===== src/design/aprs_pkg.sv =====
// Shared constants for the sensor front end register group and its
// controller. Assumes nothing beyond a SystemVerilog compiler.
package aprs_pkg;
  // Device register addresses on the register port
  localparam logic [7:0] ADDR_RESET_CMD     = 8'h00;
  localparam logic [7:0] ADDR_SERIAL_RESET  = 8'h02;
  localparam logic [7:0] ADDR_POWER         = 8'h08;
  localparam logic [7:0] ADDR_RESTART       = 8'h0B;
  localparam logic [7:0] ADDR_AUX           = 8'h12;
  localparam logic [7:0] ADDR_RESULT_READY  = 8'h18;
  localparam logic [7:0] ADDR_RESULT_HIGH   = 8'h1A;
  localparam logic [7:0] ADDR_RESULT_LOW    = 8'h1B;
  localparam logic [7:0] ADDR_CHAN_STATUS   = 8'h1E;
  localparam logic [7:0] ADDR_SCAN_CONFIG   = 8'h1F;
  // Codes and field layout
  localparam logic [7:0] FULL_RESET_CODE    = 8'hC3;
  localparam logic [1:0] PWR_ACTIVE         = 2'h0;
  localparam logic [1:0] PWR_DOWN           = 2'h1;
  localparam logic [1:0] PWR_STANDBY        = 2'h3;
  localparam int         SERIAL_EN_BIT      = 0;
  localparam int         RESTART_BIT        = 0;
  localparam int         CAL_POLICY_BIT     = 6;
  localparam int         DETECT_BYPASS_BIT  = 5;
  localparam int         CLK_SEL_BIT        = 4;
  localparam int         SCAN_PENDING_BIT   = 1;
  localparam int         STALE_BIT          = 0;
  localparam logic [7:0] AUX_WRITE_MASK     = 8'h7F;
  localparam logic [7:0] AUX_RESET          = 8'h00;
  localparam logic [7:0] SERIAL_RESET_VAL   = 8'h00;
  localparam logic [3:0] EXC_CODE_MAX       = 4'hA;
  localparam logic [9:0] EXC_STEP_UA        = 10'h064;
  localparam logic [7:0] READY_NONE         = 8'hFF;
  localparam logic [7:0] READY_NEW          = 8'h00;
  // Timing: least spacing of result reads
  localparam int CLK_PERIOD_NS   = 50;
  localparam int RESULT_GAP_NS   = 72000;
  localparam int RESULT_GAP_CYC  =
    (RESULT_GAP_NS + CLK_PERIOD_NS - 1) / CLK_PERIOD_NS;
  // Controller register byte offsets on the software bus
  localparam logic [7:0] HOFS_COMMAND       = 8'h00;
  localparam logic [7:0] HOFS_STATUS        = 8'h04;
  localparam logic [7:0] HOFS_READ_DATA     = 8'h08;
  localparam logic [7:0] HOFS_IRQ_STATUS    = 8'h0C;
  localparam logic [7:0] HOFS_IRQ_MASK      = 8'h10;
  localparam int         CMD_WRITE_BIT      = 16;
  localparam int         IRQ_DONE_BIT       = 0;
  localparam int         IRQ_REFUSED_BIT    = 1;
  localparam logic [1:0] RESP_OKAY          = 2'h0;
  localparam logic [1:0] RESP_SLVERR        = 2'h2;
endpackage


===== src/design/aprs_if.sv =====
// Register port between the controller and the front end registers.
// Assumes both ends share one clock and one reset.
interface aprs_if (
  input wire logic clk,
  input wire logic rst_n
);
  logic       req;    // One-cycle request strobe
  logic       we;     // Write when high, read when low
  logic [7:0] addr;   // Register address
  logic [7:0] wdata;  // Write byte
  logic       ack;    // One-cycle answer strobe
  logic [7:0] rdata;  // Read byte, valid with ack

  modport device (input clk, rst_n, req, we, addr, wdata,
                  output ack, rdata);
  modport host   (input clk, rst_n, ack, rdata,
                  output req, we, addr, wdata);
endinterface


===== src/design/aprs_host.sv =====
// Controller end: takes orders from software over AXI4-Lite and runs
// them on the register port. Assumes the device answers every request.
module aprs_host #(
  parameter int GAP_CYC = aprs_pkg::RESULT_GAP_CYC
) (
  aprs_if.host       bus,
  input  wire logic         I_AWVALID,
  output logic              O_AWREADY,
  input  wire logic  [7:0]  I_AWADDR,
  input  wire logic         I_WVALID,
  output logic              O_WREADY,
  input  wire logic  [31:0] I_WDATA,
  input  wire logic  [3:0]  I_WSTRB,
  output logic              O_BVALID,
  input  wire logic         I_BREADY,
  output logic       [1:0]  O_BRESP,
  input  wire logic         I_ARVALID,
  output logic              O_ARREADY,
  input  wire logic  [7:0]  I_ARADDR,
  output logic              O_RVALID,
  input  wire logic         I_RREADY,
  output logic       [31:0] O_RDATA,
  output logic       [1:0]  O_RRESP,
  output logic              O_IRQ
);
  // Order sequencer states
  typedef enum logic [2:0] {
    H_IDLE = 3'b000, H_CHECK = 3'b001, H_POLL = 3'b010,
    H_WAIT = 3'b011
  } aprs_hstate_t;

  aprs_hstate_t st, next_st;
  logic [7:0]  aw_addr, next_aw_addr;   // Held write address
  logic        aw_held, next_aw_held;
  logic [31:0] w_data, next_w_data;     // Held write data
  logic [3:0]  w_strb, next_w_strb;
  logic        w_held, next_w_held;
  logic        bvalid, next_bvalid;
  logic [1:0]  bresp, next_bresp;
  logic        rvalid, next_rvalid;
  logic [31:0] rdat, next_rdat;
  logic [1:0]  rresp, next_rresp;
  logic [16:0] cmd, next_cmd;           // {write, data, addr}
  logic        scan_ok, next_scan_ok;   // Pending bit seen clear
  logic [7:0]  last_rd, next_last_rd;
  logic [1:0]  irq_st, next_irq_st;
  logic [1:0]  irq_mask, next_irq_mask;
  logic        irq, next_irq;
  logic [15:0] gap, next_gap;           // Result read spacing
  logic        req, next_req;
  logic        we, next_we;
  logic [7:0]  addr, next_addr;
  logic [7:0]  wdata, next_wdata;
  logic        busy;
  logic        is_result;
  logic        done_evt;                // Order answered this cycle

  assign busy      = (st != H_IDLE);
  assign done_evt  = (st == H_WAIT) && bus.ack;
  assign is_result = (cmd[7:0] == aprs_pkg::ADDR_RESULT_HIGH) ||
                     (cmd[7:0] == aprs_pkg::ADDR_RESULT_LOW);

  // Bus slave, software registers and order sequencer
  always_comb
  begin
    next_st = st;  next_aw_addr = aw_addr;  next_aw_held = aw_held;
    next_w_data = w_data;  next_w_strb = w_strb;  next_w_held = w_held;
    next_bvalid = bvalid;  next_bresp = bresp;  next_rvalid = rvalid;
    next_rdat = rdat;  next_rresp = rresp;  next_cmd = cmd;
    next_scan_ok = scan_ok;  next_last_rd = last_rd;
    next_irq_st = irq_st;  next_irq_mask = irq_mask;
    next_gap = (gap != 16'h0000) ? gap - 16'h0001 : gap;
    next_req = 1'b0;  next_we = we;  next_addr = addr;  next_wdata = wdata;

    // Address and data taken in either order
    if (I_AWVALID && O_AWREADY)
    begin
      next_aw_addr = I_AWADDR;
      next_aw_held = 1'b1;
    end
    if (I_WVALID && O_WREADY)
    begin
      next_w_data = I_WDATA;
      next_w_strb = I_WSTRB;
      next_w_held = 1'b1;
    end
    if (bvalid && I_BREADY)
    begin
      next_bvalid = 1'b0;
    end
    // Sequencer events, set before software clears so set wins
    case (st)
      H_IDLE:
        next_st = H_IDLE;
      H_CHECK:
      begin
        if ((cmd[7:0] == aprs_pkg::ADDR_SCAN_CONFIG) && cmd[16] &&
            !scan_ok)
        begin
          // Ask for channel status before touching scan config
          next_req = 1'b1;  next_we = 1'b0;
          next_addr = aprs_pkg::ADDR_CHAN_STATUS;
          next_st = H_POLL;
        end
        else if (!(is_result && !cmd[16] && gap != 16'h0000))
        begin
          next_req = 1'b1;  next_we = cmd[16];
          next_addr = cmd[7:0];  next_wdata = cmd[15:8];
          next_st = H_WAIT;
        end
      end
      H_POLL:
        if (bus.ack)
        begin
          next_scan_ok = ~bus.rdata[aprs_pkg::SCAN_PENDING_BIT];
          next_st = H_CHECK;
        end
      H_WAIT:
        if (bus.ack)
        begin
          if (!cmd[16])
          begin
            next_last_rd = bus.rdata;
          end
          if (is_result && !cmd[16])
          begin
            next_gap = 16'(GAP_CYC);
          end
          next_irq_st[aprs_pkg::IRQ_DONE_BIT] = 1'b1;
          next_st = H_IDLE;
        end
      default:
        next_st = H_IDLE;
    endcase

    // Complete a write once address and data are both held
    if (aw_held && w_held && !bvalid)
    begin
      next_aw_held = 1'b0;  next_w_held = 1'b0;
      next_bvalid = 1'b1;  next_bresp = aprs_pkg::RESP_OKAY;
      case (aw_addr)
        aprs_pkg::HOFS_COMMAND:
          if (!busy && (w_strb == 4'hF))
          begin
            // Power code 2 is not a mode: refuse it here
            if ((w_data[7:0] == aprs_pkg::ADDR_POWER) && w_data[16] &&
                (w_data[9:8] == 2'h2))
            begin
              next_irq_st[aprs_pkg::IRQ_REFUSED_BIT] = 1'b1;
            end
            else
            begin
              next_cmd = w_data[16:0];  next_scan_ok = 1'b0;
              next_st = H_CHECK;
            end
          end
        aprs_pkg::HOFS_IRQ_STATUS:
          // Write one to clear; a done event this cycle outlives it
          next_irq_st = next_irq_st & ~(w_data[1:0] & {1'b1, !done_evt});
        aprs_pkg::HOFS_IRQ_MASK:
          next_irq_mask = w_data[1:0];
        aprs_pkg::HOFS_STATUS, aprs_pkg::HOFS_READ_DATA:
          next_bresp = aprs_pkg::RESP_OKAY;
        default:
          next_bresp = aprs_pkg::RESP_SLVERR;
      endcase
    end

    // Read channel, one beat per address
    if (rvalid && I_RREADY)
    begin
      next_rvalid = 1'b0;
    end
    if (I_ARVALID && O_ARREADY)
    begin
      next_rvalid = 1'b1;  next_rresp = aprs_pkg::RESP_OKAY;
      case (I_ARADDR)
        aprs_pkg::HOFS_COMMAND:    next_rdat = {15'h0000, cmd};
        aprs_pkg::HOFS_STATUS:     next_rdat = {31'h0000_0000, busy};
        aprs_pkg::HOFS_READ_DATA:  next_rdat = {24'h00_0000, last_rd};
        aprs_pkg::HOFS_IRQ_STATUS: next_rdat = {30'h0000_0000, irq_st};
        aprs_pkg::HOFS_IRQ_MASK:   next_rdat = {30'h0000_0000, irq_mask};
        default:
        begin
          next_rdat = 32'h0000_0000;
          next_rresp = aprs_pkg::RESP_SLVERR;
        end
      endcase
    end
    next_irq = |(next_irq_st & next_irq_mask);
  end

  // Registers only
  always_ff @(posedge bus.clk or negedge bus.rst_n)
  begin
    if (!bus.rst_n)
    begin
      st <= H_IDLE;  aw_addr <= 8'h00;  aw_held <= 1'b0;
      w_data <= 32'h0000_0000;  w_strb <= 4'h0;  w_held <= 1'b0;
      bvalid <= 1'b0;  bresp <= 2'h0;  rvalid <= 1'b0;
      rdat <= 32'h0000_0000;  rresp <= 2'h0;  cmd <= 17'h0_0000;
      scan_ok <= 1'b0;  last_rd <= 8'h00;  irq_st <= 2'h0;
      irq_mask <= 2'h0;  irq <= 1'b0;  gap <= 16'h0000;
      req <= 1'b0;  we <= 1'b0;  addr <= 8'h00;  wdata <= 8'h00;
    end
    else
    begin
      st <= next_st;  aw_addr <= next_aw_addr;  aw_held <= next_aw_held;
      w_data <= next_w_data;  w_strb <= next_w_strb;
      w_held <= next_w_held;  bvalid <= next_bvalid;  bresp <= next_bresp;
      rvalid <= next_rvalid;  rdat <= next_rdat;  rresp <= next_rresp;
      cmd <= next_cmd;  scan_ok <= next_scan_ok;  last_rd <= next_last_rd;
      irq_st <= next_irq_st;  irq_mask <= next_irq_mask;  irq <= next_irq;
      gap <= next_gap;  req <= next_req;  we <= next_we;
      addr <= next_addr;  wdata <= next_wdata;
    end
  end

  // Ready flags registered, so the accept is one cycle behind
  logic awready, wready, arready;
  always_ff @(posedge bus.clk or negedge bus.rst_n)
  begin
    if (!bus.rst_n)
    begin
      awready <= 1'b0;  wready <= 1'b0;  arready <= 1'b0;
    end
    else
    begin
      awready <= !next_aw_held && !next_bvalid && !(I_AWVALID && awready);
      wready  <= !next_w_held && !next_bvalid && !(I_WVALID && wready);
      arready <= !next_rvalid && !(I_ARVALID && arready);
    end
  end

  assign O_AWREADY = awready;  assign O_WREADY = wready;
  assign O_ARREADY = arready;  assign O_BVALID = bvalid;
  assign O_BRESP = bresp;  assign O_RVALID = rvalid;
  assign O_RDATA = rdat;  assign O_RRESP = rresp;  assign O_IRQ = irq;
  assign bus.req = req;  assign bus.we = we;
  assign bus.addr = addr;  assign bus.wdata = wdata;
endmodule


===== src/flat_wrapper.sv =====
// flat-port wrapper written by rule: the top's interface ports become plain ports
module aprs_host_flat 
#(
  parameter int GAP_CYC = aprs_pkg::RESULT_GAP_CYC
)
  (I_AWVALID, O_AWREADY, I_AWADDR, I_WVALID, O_WREADY, I_WDATA, I_WSTRB, O_BVALID, I_BREADY, O_BRESP, I_ARVALID, O_ARREADY, I_ARADDR, O_RVALID, I_RREADY, O_RDATA, O_RRESP, O_IRQ, clk, rst_n, bus_ack, bus_rdata, bus_req, bus_we, bus_addr, bus_wdata);
  aprs_if bus_i (.clk(clk), .rst_n(rst_n));
  input  wire logic I_AWVALID;
  output logic O_AWREADY;
  input  wire logic  [7:0] I_AWADDR;
  input  wire logic I_WVALID;
  output logic O_WREADY;
  input  wire logic  [31:0] I_WDATA;
  input  wire logic  [3:0] I_WSTRB;
  output logic O_BVALID;
  input  wire logic I_BREADY;
  output logic       [1:0] O_BRESP;
  input  wire logic I_ARVALID;
  output logic O_ARREADY;
  input  wire logic  [7:0] I_ARADDR;
  output logic O_RVALID;
  input  wire logic I_RREADY;
  output logic       [31:0] O_RDATA;
  output logic       [1:0] O_RRESP;
  output logic O_IRQ;
  input wire logic clk;
  input wire logic rst_n;
  input wire logic [$bits(bus_i.ack)-1:0] bus_ack;
  input wire logic [$bits(bus_i.rdata)-1:0] bus_rdata;
  output wire logic [$bits(bus_i.req)-1:0] bus_req;
  output wire logic [$bits(bus_i.we)-1:0] bus_we;
  output wire logic [$bits(bus_i.addr)-1:0] bus_addr;
  output wire logic [$bits(bus_i.wdata)-1:0] bus_wdata;
  assign bus_i.ack = bus_ack;
  assign bus_i.rdata = bus_rdata;
  assign bus_req = bus_i.req;
  assign bus_we = bus_i.we;
  assign bus_addr = bus_i.addr;
  assign bus_wdata = bus_i.wdata;
  aprs_host #(.GAP_CYC(GAP_CYC)) u_core (.bus(bus_i), .I_AWVALID(I_AWVALID), .O_AWREADY(O_AWREADY), .I_AWADDR(I_AWADDR), .I_WVALID(I_WVALID), .O_WREADY(O_WREADY), .I_WDATA(I_WDATA), .I_WSTRB(I_WSTRB), .O_BVALID(O_BVALID), .I_BREADY(I_BREADY), .O_BRESP(O_BRESP), .I_ARVALID(I_ARVALID), .O_ARREADY(O_ARREADY), .I_ARADDR(I_ARADDR), .O_RVALID(O_RVALID), .I_RREADY(I_RREADY), .O_RDATA(O_RDATA), .O_RRESP(O_RRESP), .O_IRQ(O_IRQ));
endmodule

===== config.mk =====
export PLATFORM = sky130hd
export DESIGN_NAME = aprs_host_flat
export DESIGN_NICKNAME = d
export VERILOG_FILES = /design/src/design/aprs_pkg.sv /design/src/design/aprs_if.sv /design/src/design/aprs_host.sv /design/src/flat_wrapper.sv
export SDC_FILE = /design/constraint.sdc
export NUM_CORES = 1
export LEC_CHECK = 0
export ABC_AREA = 1
export BUFFER_PORTS_ARGS = -buffer_cell sky130_fd_sc_hd__buf_2
export CORE_MARGIN = 4
export CORE_UTILIZATION = 30
export CTS_BUF_LIST = sky130_fd_sc_hd__clkbuf_4 sky130_fd_sc_hd__clkbuf_8
export CTS_CLUSTER_SIZE = 16
export DETAILED_ROUTE_END_ITERATION = 12
export PLACE_DENSITY_LB_ADDON = 0.08
export SYNTH_ARGS = -nofsm -noshare
export SYNTH_HDL_FRONTEND = slang
export SYNTH_SLANG_ARGS = --single-unit

===== constraint.sdc =====
create_clock -name clk -period 3.7 [get_ports clk]
set_clock_uncertainty 0.1 [all_clocks]
set_input_delay 0.185 -clock clk [delete_from_list [all_inputs] [get_ports clk]]
set_output_delay 0.185 -clock clk [all_outputs]
set_load 0.05 [all_outputs]

==> out/metrics.yaml, run 1 <==
status: "completed"
dr.pass1.iters: 4
critPathRequiredTime_ns: 3.93
overflow: 0
cts_hold_buf: 46
area_growth_syn_to_layout_pct: 26.8
grt_max_degree: 64
vdd_drop_max_uv: 344
coreArea_mm2: 0.0181
clkTransAtPathRegs_ns: 0.08
diodes: 0
cap_violations: 0
worstSetupEndpointType: "flop"
netlist_instances: 659
rows: 49
clk_latency_ns: 0.43
finalHoldViolCount: 0
startpoint_type: "flop"
yosys_warnings: 0
netlist.area_leader.share_pct: 55.5
grt_pass1_vias: 4636
clockBufferDepth: 2
wirelength_mm: 14.1
fin_cells: 1046
synth.most_common_cell: "nand2_1"
cts_root_buf: "clkbuf_8"
cts-htree-levels: 4
dieArea_mm2: 0.0207
syn_avg_cell_area_um2: 8.42
io-pin-count: 128
synth_cell_types: 40
slew_viol_final: 0
hp-class: "input port to flop"
synthTopCellsByCount: "212 x nand2_1, 123 x dfrtp_1, 64 x nor2_1"
ys_ff_latch: 123
leakagePower_nw: 3.63
syn-cell-area_mm2: 0.00555
first_iter_violations: 189
route.detailed.drc: 0
vias: 4627
ant_nets: 0
cts_inserted_buffers: 17
powerDensity_mw_per_mm2: 509
postCtsSetupRepairBufs: 0
grt_use_total_pct: 14.4
numClockSinks: 123
cp_cell_sequence: "nand2_1 > clkinv_1 > a21oi_1 > inv_1"
nNetsFinal: 874
ys.flop_type: "dfrtp_1"
antenna_found_initial: 0
routedWlPerCell_um: 13.5
slowest_delay_ns: 0.65
via_per_inst: 4.42
fin_area_mm2: 0.00704
synthTopCellsByArea: "dfrtp_1 55%, nand2_1 14%, nor2_1 4.3%"
max_freq_mhz: 467
setup_viol: 0
final_core_util_pct: 38.9
whs_ns: 0.0874
synth.largest_area_cell: "dfrtp_1"
cp_num_buf_inv: 2
dieWidth_um: 144
cts_resized: 0
synth-edff-count: 0
worstPathArrival_ns: 2.37
initial_core_util_pct: 30.7
die_h_um: 144
critPathMaxFanout: 20
rsz0062_at_grt: "no"
path_class: "flop to flop"
yosysSeqAreaShare_pct: 55.5
portBuffers: 95
dp_hpwl_mm: 10.1
worstMarginPinSlew_ns: 0.958
reg2reg_slack_ns: 1.56
placed_area_mm2: 0.00618
finalCritPeriodShare_pct: 57.9
crit_path_top_delay_cell: "clkinv_1"
synthArstFlopShare_pct: 100
setup_tns_ns: 0
cts_tree: "built"
slew_headroom_pct: 36.1
path_delay_family: "buffers and inverters"
grt_pass1_wl_mm: 23.6
final_layout_size_suffix_gt1_share_pct: 18.5
place_inst: 969
place_congestion: 0.814
period_needed_ns: 2.14
-- per-layer routing --
metal / vias to the layer above / wire length, um / global-route usage (%)
li1: 2351 / - / -
met1: 2149 / 7190 / 20.9
met2: 119 / 6130 / 21.6
met3: 8 / 645 / 2.94
met4: 0 / 106 / 4.81
met5: - / 0 / 0
-- cell families (layout without fill, tap and decap cells) --
logic type,after synthesis,after routing,synth area share (%)
adders and majority gates,1,1,0.225
and+or+nand+nor,351,351,27.2
DFF,123,123,55.5
muxes,3,3,0.609
other,1,18,0.0676
xor gates and xnor gates,5,5,0.789
buffers and inverters,96,237,8.09
AOI/OAI and AO/OA,79,79,7.51
-- report_power, final --
group	internal, mW	switching (mW)	leakage (nW)
Sequential	1.56	0.110	1.56
Combinational	0.226	0.493	1.87
Clock	0.645	0.545	0.196
-- sequential cells by signal (all words and copies together), names as in the netlist, 2 cells and up --
register,cells
u_core.bus.wdata,8
u_core.w_strb,4
u_core.st,3
u_core.gap,16
u_core.w_data,17
u_core.irq_mask,2
u_core.bus.addr,8
u_core.last_rd,8
u_core.irq_st,2
u_core.cmd,17
u_core.O_RDATA,17
u_core.aw_addr,8
-- cell usage in the layout (no fill, tap or decap), types with 15 or more instances in the layout --
cell type	synthesis	routed
a21oi_1	15	15
buf_2	8	94
clkbuf_8	0	20
conb_1	1	18
dfrtp_1	123	123
dlygate4sd3_1	0	46
inv_1	56	56
nand2_1	212	212
nand3_1	42	42
nor2_1	64	64
o21ai_0	38	38
o21ai_1	17	17
-- area by class of cell --
| type | instances | area [um^2] |
|---|---|---|
| Fill cell | 1892 | 11100 |
| Tap cell | 229 | 287 |
| Sequential cell | 123 | 3080 |
| Multi-Input combinational cell | 457 | 2090 |
| Timing Repair Buffer | 143 | 953 |
| Clock inverter | 11 | 120 |
| Inverter | 63 | 236 |
| Clock buffer | 20 | 275 |
-- worst reg2reg max path, delay by kind of cell (launching register included) --
kind,cells,cell delay (ns)
AND/OR/NAND/NOR,1,0.50
AO/OA/AOI/OAI,1,0.34
buffers and inverters,2,0.71
flip-flops,1,0.38
-- through the flow --
step	worst slack, ns	total power, mW
floorplan	2.04	2.15
global placement	1.53	2.35
detailed placement	1.51	2.36
CTS	1.50	3.63
global route	1.29	3.82
finish	1.56	3.58
-- final timing paths --
path	from	end	depth (start not counted)
setup / recovery	u_core.O_ARREADY	u_core.O_RVALID	4
hold / removal	I_ARADDR[7]	u_core.O_RRESP[1]	5
setup reg to reg	u_core.O_ARREADY	u_core.O_RVALID	4
hold reg to reg	u_core.O_RVALID	u_core.O_ARREADY	1
max in group asynchronous	rst_n	u_core.bus.wdata[1]	3
min in group asynchronous	rst_n	u_core.gap[15]	2
No activity file was read; power rests on OpenSTA's default activity.
==> inputs of run 2 (changes only) <==
- clock period: 3.7 -> 1.8 ns (I/O delays scaled with it)
==> run 2 against run 1 <==
  * Wire length grew 2.0%
  * Largest power group unchanged
  * Clock power increased by 93%
  * Critical endpoint is now u_core.bus.we
  * Die area unchanged
  * Critical path depth rose by 5
==> out/metrics.yaml, run 2 (synthesis gave the netlist of run 1 again) <==
route.detailed.drc: 0
portBuffers: 95
final_cell_mix: "212 x nand2_1, 123 x dfrtp_1, 94 x buf_2, 63 x nor2_1, 58 x dlygate4sd3_1"
grt_pass1_vias: 4689
grt_use_total_pct: 14.7
startpoint_type: "flop"
worstHoldStart: "I_ARVALID"
antenna_found_initial: 0
clkTransAtPathRegs_ns: 0.07
ant_nets: 0
holdPathEnd: "u_core.O_RDATA[5]"
place_congestion: 0.765
first_iter_violations: 206
min_path_cells: 5
critPathMaxFanout: 7
grt_max_degree: 65
die_h_um: 144
timing.rr.end: "u_core.bus.we"
dieWidth_um: 144
p_sw_share_pct: 31.6
final_common_cell: "nand2_1"
startpoint: "u_core.cmd[7]"
combPwrFrac_pct: 22.3
placed_area_mm2: 0.00643
clockPowerShare_pct: 31.2
worstPathArrival_ns: 1.90
p_sw_mw: 2.33
nFillCells: 1908
dp_hpwl_mm: 10.3
dieArea_mm2: 0.0207
period_needed_ns: 1.68
worstSetupEndpointType: "flop"
worstMarginPinSlew_ns: 0.495
nNetsFinal: 917
final_layout_size_suffix_gt1_share_pct: 21.4
rows: 49
cts_root_buf: "clkbuf_8"
clk_latency_ns: 0.44
fin_cells: 1087
routedWlPerCell_um: 13.2
powerDensity_mw_per_mm2: 995
wirelength_mm: 14.4
multi_input_area_mm2: 0.00210
vdd_drop_max_uv: 657
hp-class: "input port to flop"
setup_viol: 0
coreArea_mm2: 0.0181
io-pin-count: 128
slew_viol_final: 0
timing.rr.start: "u_core.cmd[7]"
overflow: 0
status: "completed"
critPathRequiredTime_ns: 2.02
finalCritPeriodShare_pct: 93.1
fin_area_mm2: 0.00742
numClockSinks: 123
clockBufferDepth: 2
cap_violations: 0
diodes: 0
register_area_mm2: 0.00308
p_int_mw: 5.05
finalHoldViolCount: 0
rsz0062_at_grt: "yes"
area_growth_syn_to_layout_pct: 33.7
dr.pass1.iters: 4
via_per_inst: 4.37
reg2reg_slack_ns: 0.12
reg2reg_depth: 9
cts-htree-levels: 4
cts_inserted_buffers: 17
max_freq_mhz: 597
slew_headroom_pct: 66.8
grt_pass1_wl_mm: 23.9
leakagePower_nw: 3.84
cts_tree: "built"
path_class: "flop to flop"
vias: 4745
seqPwrFrac_pct: 46.5
place_inst: 996
initial_core_util_pct: 30.7
==> run 2: changes by cell type in the layout (fill, tap and decap cells not counted), moves of 3 or more <==
cell,delta
clkbuf_8,-3
buf_4,+27
clkbuf_4,+3
buf_12,+4
dlygate4sd3_1,+12
==> run 2: power groups by stage <==
stage                     Sequential [mW]  Combinational [mW]  Clock (mW)
final                                3.43                1.65        2.30
after global routing                 3.48                1.88        2.54
after CTS                            3.43                1.67        2.40
after detailed placement             3.48                1.43           0
after global placement               3.47                1.40           0
after floorplan                      3.65               0.778           0
==> run 2: final cells by class <==
type	instances	area share (%)
clock buffer	20	3.46
clock inverter	9	1.37
inverter	63	3.24
multi-input combinational	457	28.3
sequential	123	41.5
tap	229	3.86
timing repair buffer	186	18.3
==> run 2: metrics by stage <==
step | setup WS (ns) | hold WS, ns | utilization [%] | setup TNS (ns) | power (mW)
floorplan | 0.138 | -0.306 | - | 0 | 4.43
global placement | 0.113 | 0.0430 | 35.6 | 0 | 4.88
detailed placement | 0.0860 | 0.0389 | 35.6 | 0 | 4.91
CTS | 0.0620 | 0.0197 | 40.8 | 0 | 7.50
global route | -0.00890 | 0.0593 | 41.0 | -0.00906 | 7.90
finish | 0.124 | 0.0487 | 41.0 | 0 | 7.38
==> run 2: routing by layer <==
metal  share of wire, %  GRT usage (%)
met1                 50           21.5
met2                 43           21.4
met3                5.1           3.47
met4                1.1           4.91
met5                  0              0
==> run 2: worst max path at each step <==
stage	cells past startpoint	slack, ns	endpoint
6_report	9	0.12	u_core.bus.we
5_1_grt	9	-0.009	u_core.gap[1]
4_1_cts	9	0.06	u_core.bus.we
3_5_place_dp	8	0.09	u_core.bus.wdata[4]
3_3_place_gp	8	0.11	u_core.bus.wdata[2]
2_1_floorplan	7	0.14	u_core.cmd[14]
==> run 2: worst max-delay path, stage by stage (launching register included) <==
cell and delay, ns:
dfrtp_1 0.38, inv_1 0.09, nand2_1 0.07, nor2_2 0.15, nand3_2 0.12, nor3_4 0.24, nand2_4 0.12, buf_4 0.17
nand3_1 0.08, nand2_1 0.06
==> run 2: what timing repair did <==
item                                    CTS  global route
setup buffers                             0             4
hold buffers                             58             0
resized for setup                         0             6
endpoints found under the hold margin   171             0
endpoints found under the setup margin    0            24
==> inputs of run 3 (changes only) <==
- CORE_MARGIN: 4 -> 2
- SLEW_MARGIN: default -> 40
==> run 3 against run 2 <==
  * The run now ends with DRC, hold timing left
  * Critical endpoint is now u_core.w_strb[3]
  * Count of clock-buffer cells in the layout up 2
  * Setup slack better by 0.0058 ns
  * Via count down 0.95%
  * Worst hold slack worse by 0.077 ns
==> out/metrics.yaml, run 3 (synthesis gave the netlist of run 1 again) <==
whs_ns: -0.0285
final_cell_mix: "212 x nand2_1, 123 x dfrtp_1, 95 x buf_2, 63 x nor2_1, 56 x inv_1"
numClockSinks: 123
reg2reg_depth: 6
place_inst: 998
initial_core_util_pct: 30.7
finalCritPeriodShare_pct: 92.8
max_freq_mhz: 599
clkTransAtPathRegs_ns: 0.08
cts_inserted_buffers: 17
dp_hpwl_mm: 10.1
vdd_drop_max_uv: 652
io-pin-count: 128
violations: "DRC, hold timing"
cts_tree: "built"
path_class: "flop to flop"
worstSetupEndpointType: "flop"
die_h_um: 140
antenna_found_initial: 0
setup_tns_ns: 0
area_growth_syn_to_layout_pct: 34.5
grt_pass1_vias: 4534
status: "complete, but fails checks"
min_path_cells: 5
fin_cells: 1085
vias: 4700
dr.pass1.iters: 11
cts_root_buf: "clkbuf_8"
grt_use_total_pct: 15.1
powerDensity_mw_per_mm2: 1060
wirelength_mm: 14.0
nFillCells: 1850
routedWlPerCell_um: 12.9
ant_nets: 0
critPathMaxFanout: 39
fin_area_mm2: 0.00746
finalHoldViolCount: 1
place_congestion: 0.779
hp-class: "input port to flop"
coreArea_mm2: 0.0181
first_iter_violations: 198
portBuffers: 95
overflow: 0
diodes: 0
leakagePower_nw: 3.86
grt_pass1_wl_mm: 23.4
final_common_cell: "nand2_1"
clockBufferDepth: 2
route.detailed.drc: 14
rows: 49
worstPathArrival_ns: 1.91
final_core_util_pct: 41.3
slew_viol_final: 0
dieWidth_um: 140
critPathRequiredTime_ns: 2.04
setup_viol: 0
multi_input_area_mm2: 0.00210
cap_violations: 0
via_per_inst: 4.33
grt_max_degree: 70
placed_area_mm2: 0.00643
final_layout_size_suffix_gt1_share_pct: 21.7
clk_latency_ns: 0.45
dieArea_mm2: 0.0196
period_needed_ns: 1.67
register_area_mm2: 0.00308
cts-htree-levels: 4
nNetsFinal: 912
startpoint_type: "flop"
run 3: cell types whose count changed in the layout (fill, tap and decap cells not counted), moves of 2 or more:
| cell | previous run | this run |
|---|---|---|
| bufinv_16 | 2 | 4 |
| clkbuf_4 | 3 | 0 |
| clkbuf_8 | 17 | 22 |
| clkinv_2 | 5 | 2 |
| clkinvlp_4 | 2 | 4 |
| dlygate4sd3_1 | 58 | 54 |
run 3: metal layers:
layer | vias up | wire (um) | GRT usage (%) | share of wire [%]
met5 | - | 0 | 0 | 0
met4 | 0 | 229 | 5.58 | 1.6
met2 | 117 | 5890 | 21.6 | 42
met3 | 18 | 717 | 3.42 | 5.1
li1 | 2434 | - | - | -
met1 | 2131 | 7120 | 22.3 | 51
run 3: worst paths after layout:
kind	start	to	slack [ns]
setup / recovery	u_core.O_WREADY	u_core.w_strb[3]	0.13
max in group asynchronous	rst_n	u_core.bus.addr[1]	1.08
hold reg to reg	u_core.bus.wdata[6]	u_core.bus.wdata[6]	0.37
setup reg to reg	u_core.O_WREADY	u_core.w_strb[3]	0.13
hold / removal	I_ARADDR[7]	u_core.O_RRESP[1]	-0.03
min in group asynchronous	rst_n	u_core.O_RDATA[15]	0.09
run 3: repair_timing:
action,4_1_cts,5_1_grt
endpoints found under the setup margin,0,27
resized for setup,0,6
hold buffers,56,0
hold endpoints to repair,171,0
buffers inserted,0,0
run 3: worst max-delay path, cell delays in order (launching register included):
cell,delay (ns)
dfrtp_1,0.38
nand2_1,0.14
inv_1,0.10
buf_12,0.17
nand2_1,0.07
nand2_1,0.04
dlygate4sd3_1,0.55
run 3: cell type report:
type	instances	share of cell area [%]
Clock inverter	10	2.16
Tap cell	229	3.84
Inverter	63	3.22
Multi-Input combinational cell	457	28.2
Clock buffer	22	4.06
Sequential cell	123	41.2
Timing Repair Buffer	181	17.3
run 3: where the power goes:
group	switching [mW]	internal [mW]
Clock	1.13	1.69
Sequential	0.230	3.20
Combinational	1.06	0.626
run 3: stage by stage:
stage	setup WS (ns)	power, mW	hold WS (ns)
global route	-0.00179	8.42	0.0505
finish	0.130	7.93	-0.0285
floorplan	0.138	4.43	-0.306
global placement	0.122	4.88	-0.0859
CTS	0.0544	8.02	0.0180
detailed placement	0.0700	4.92	-0.0831
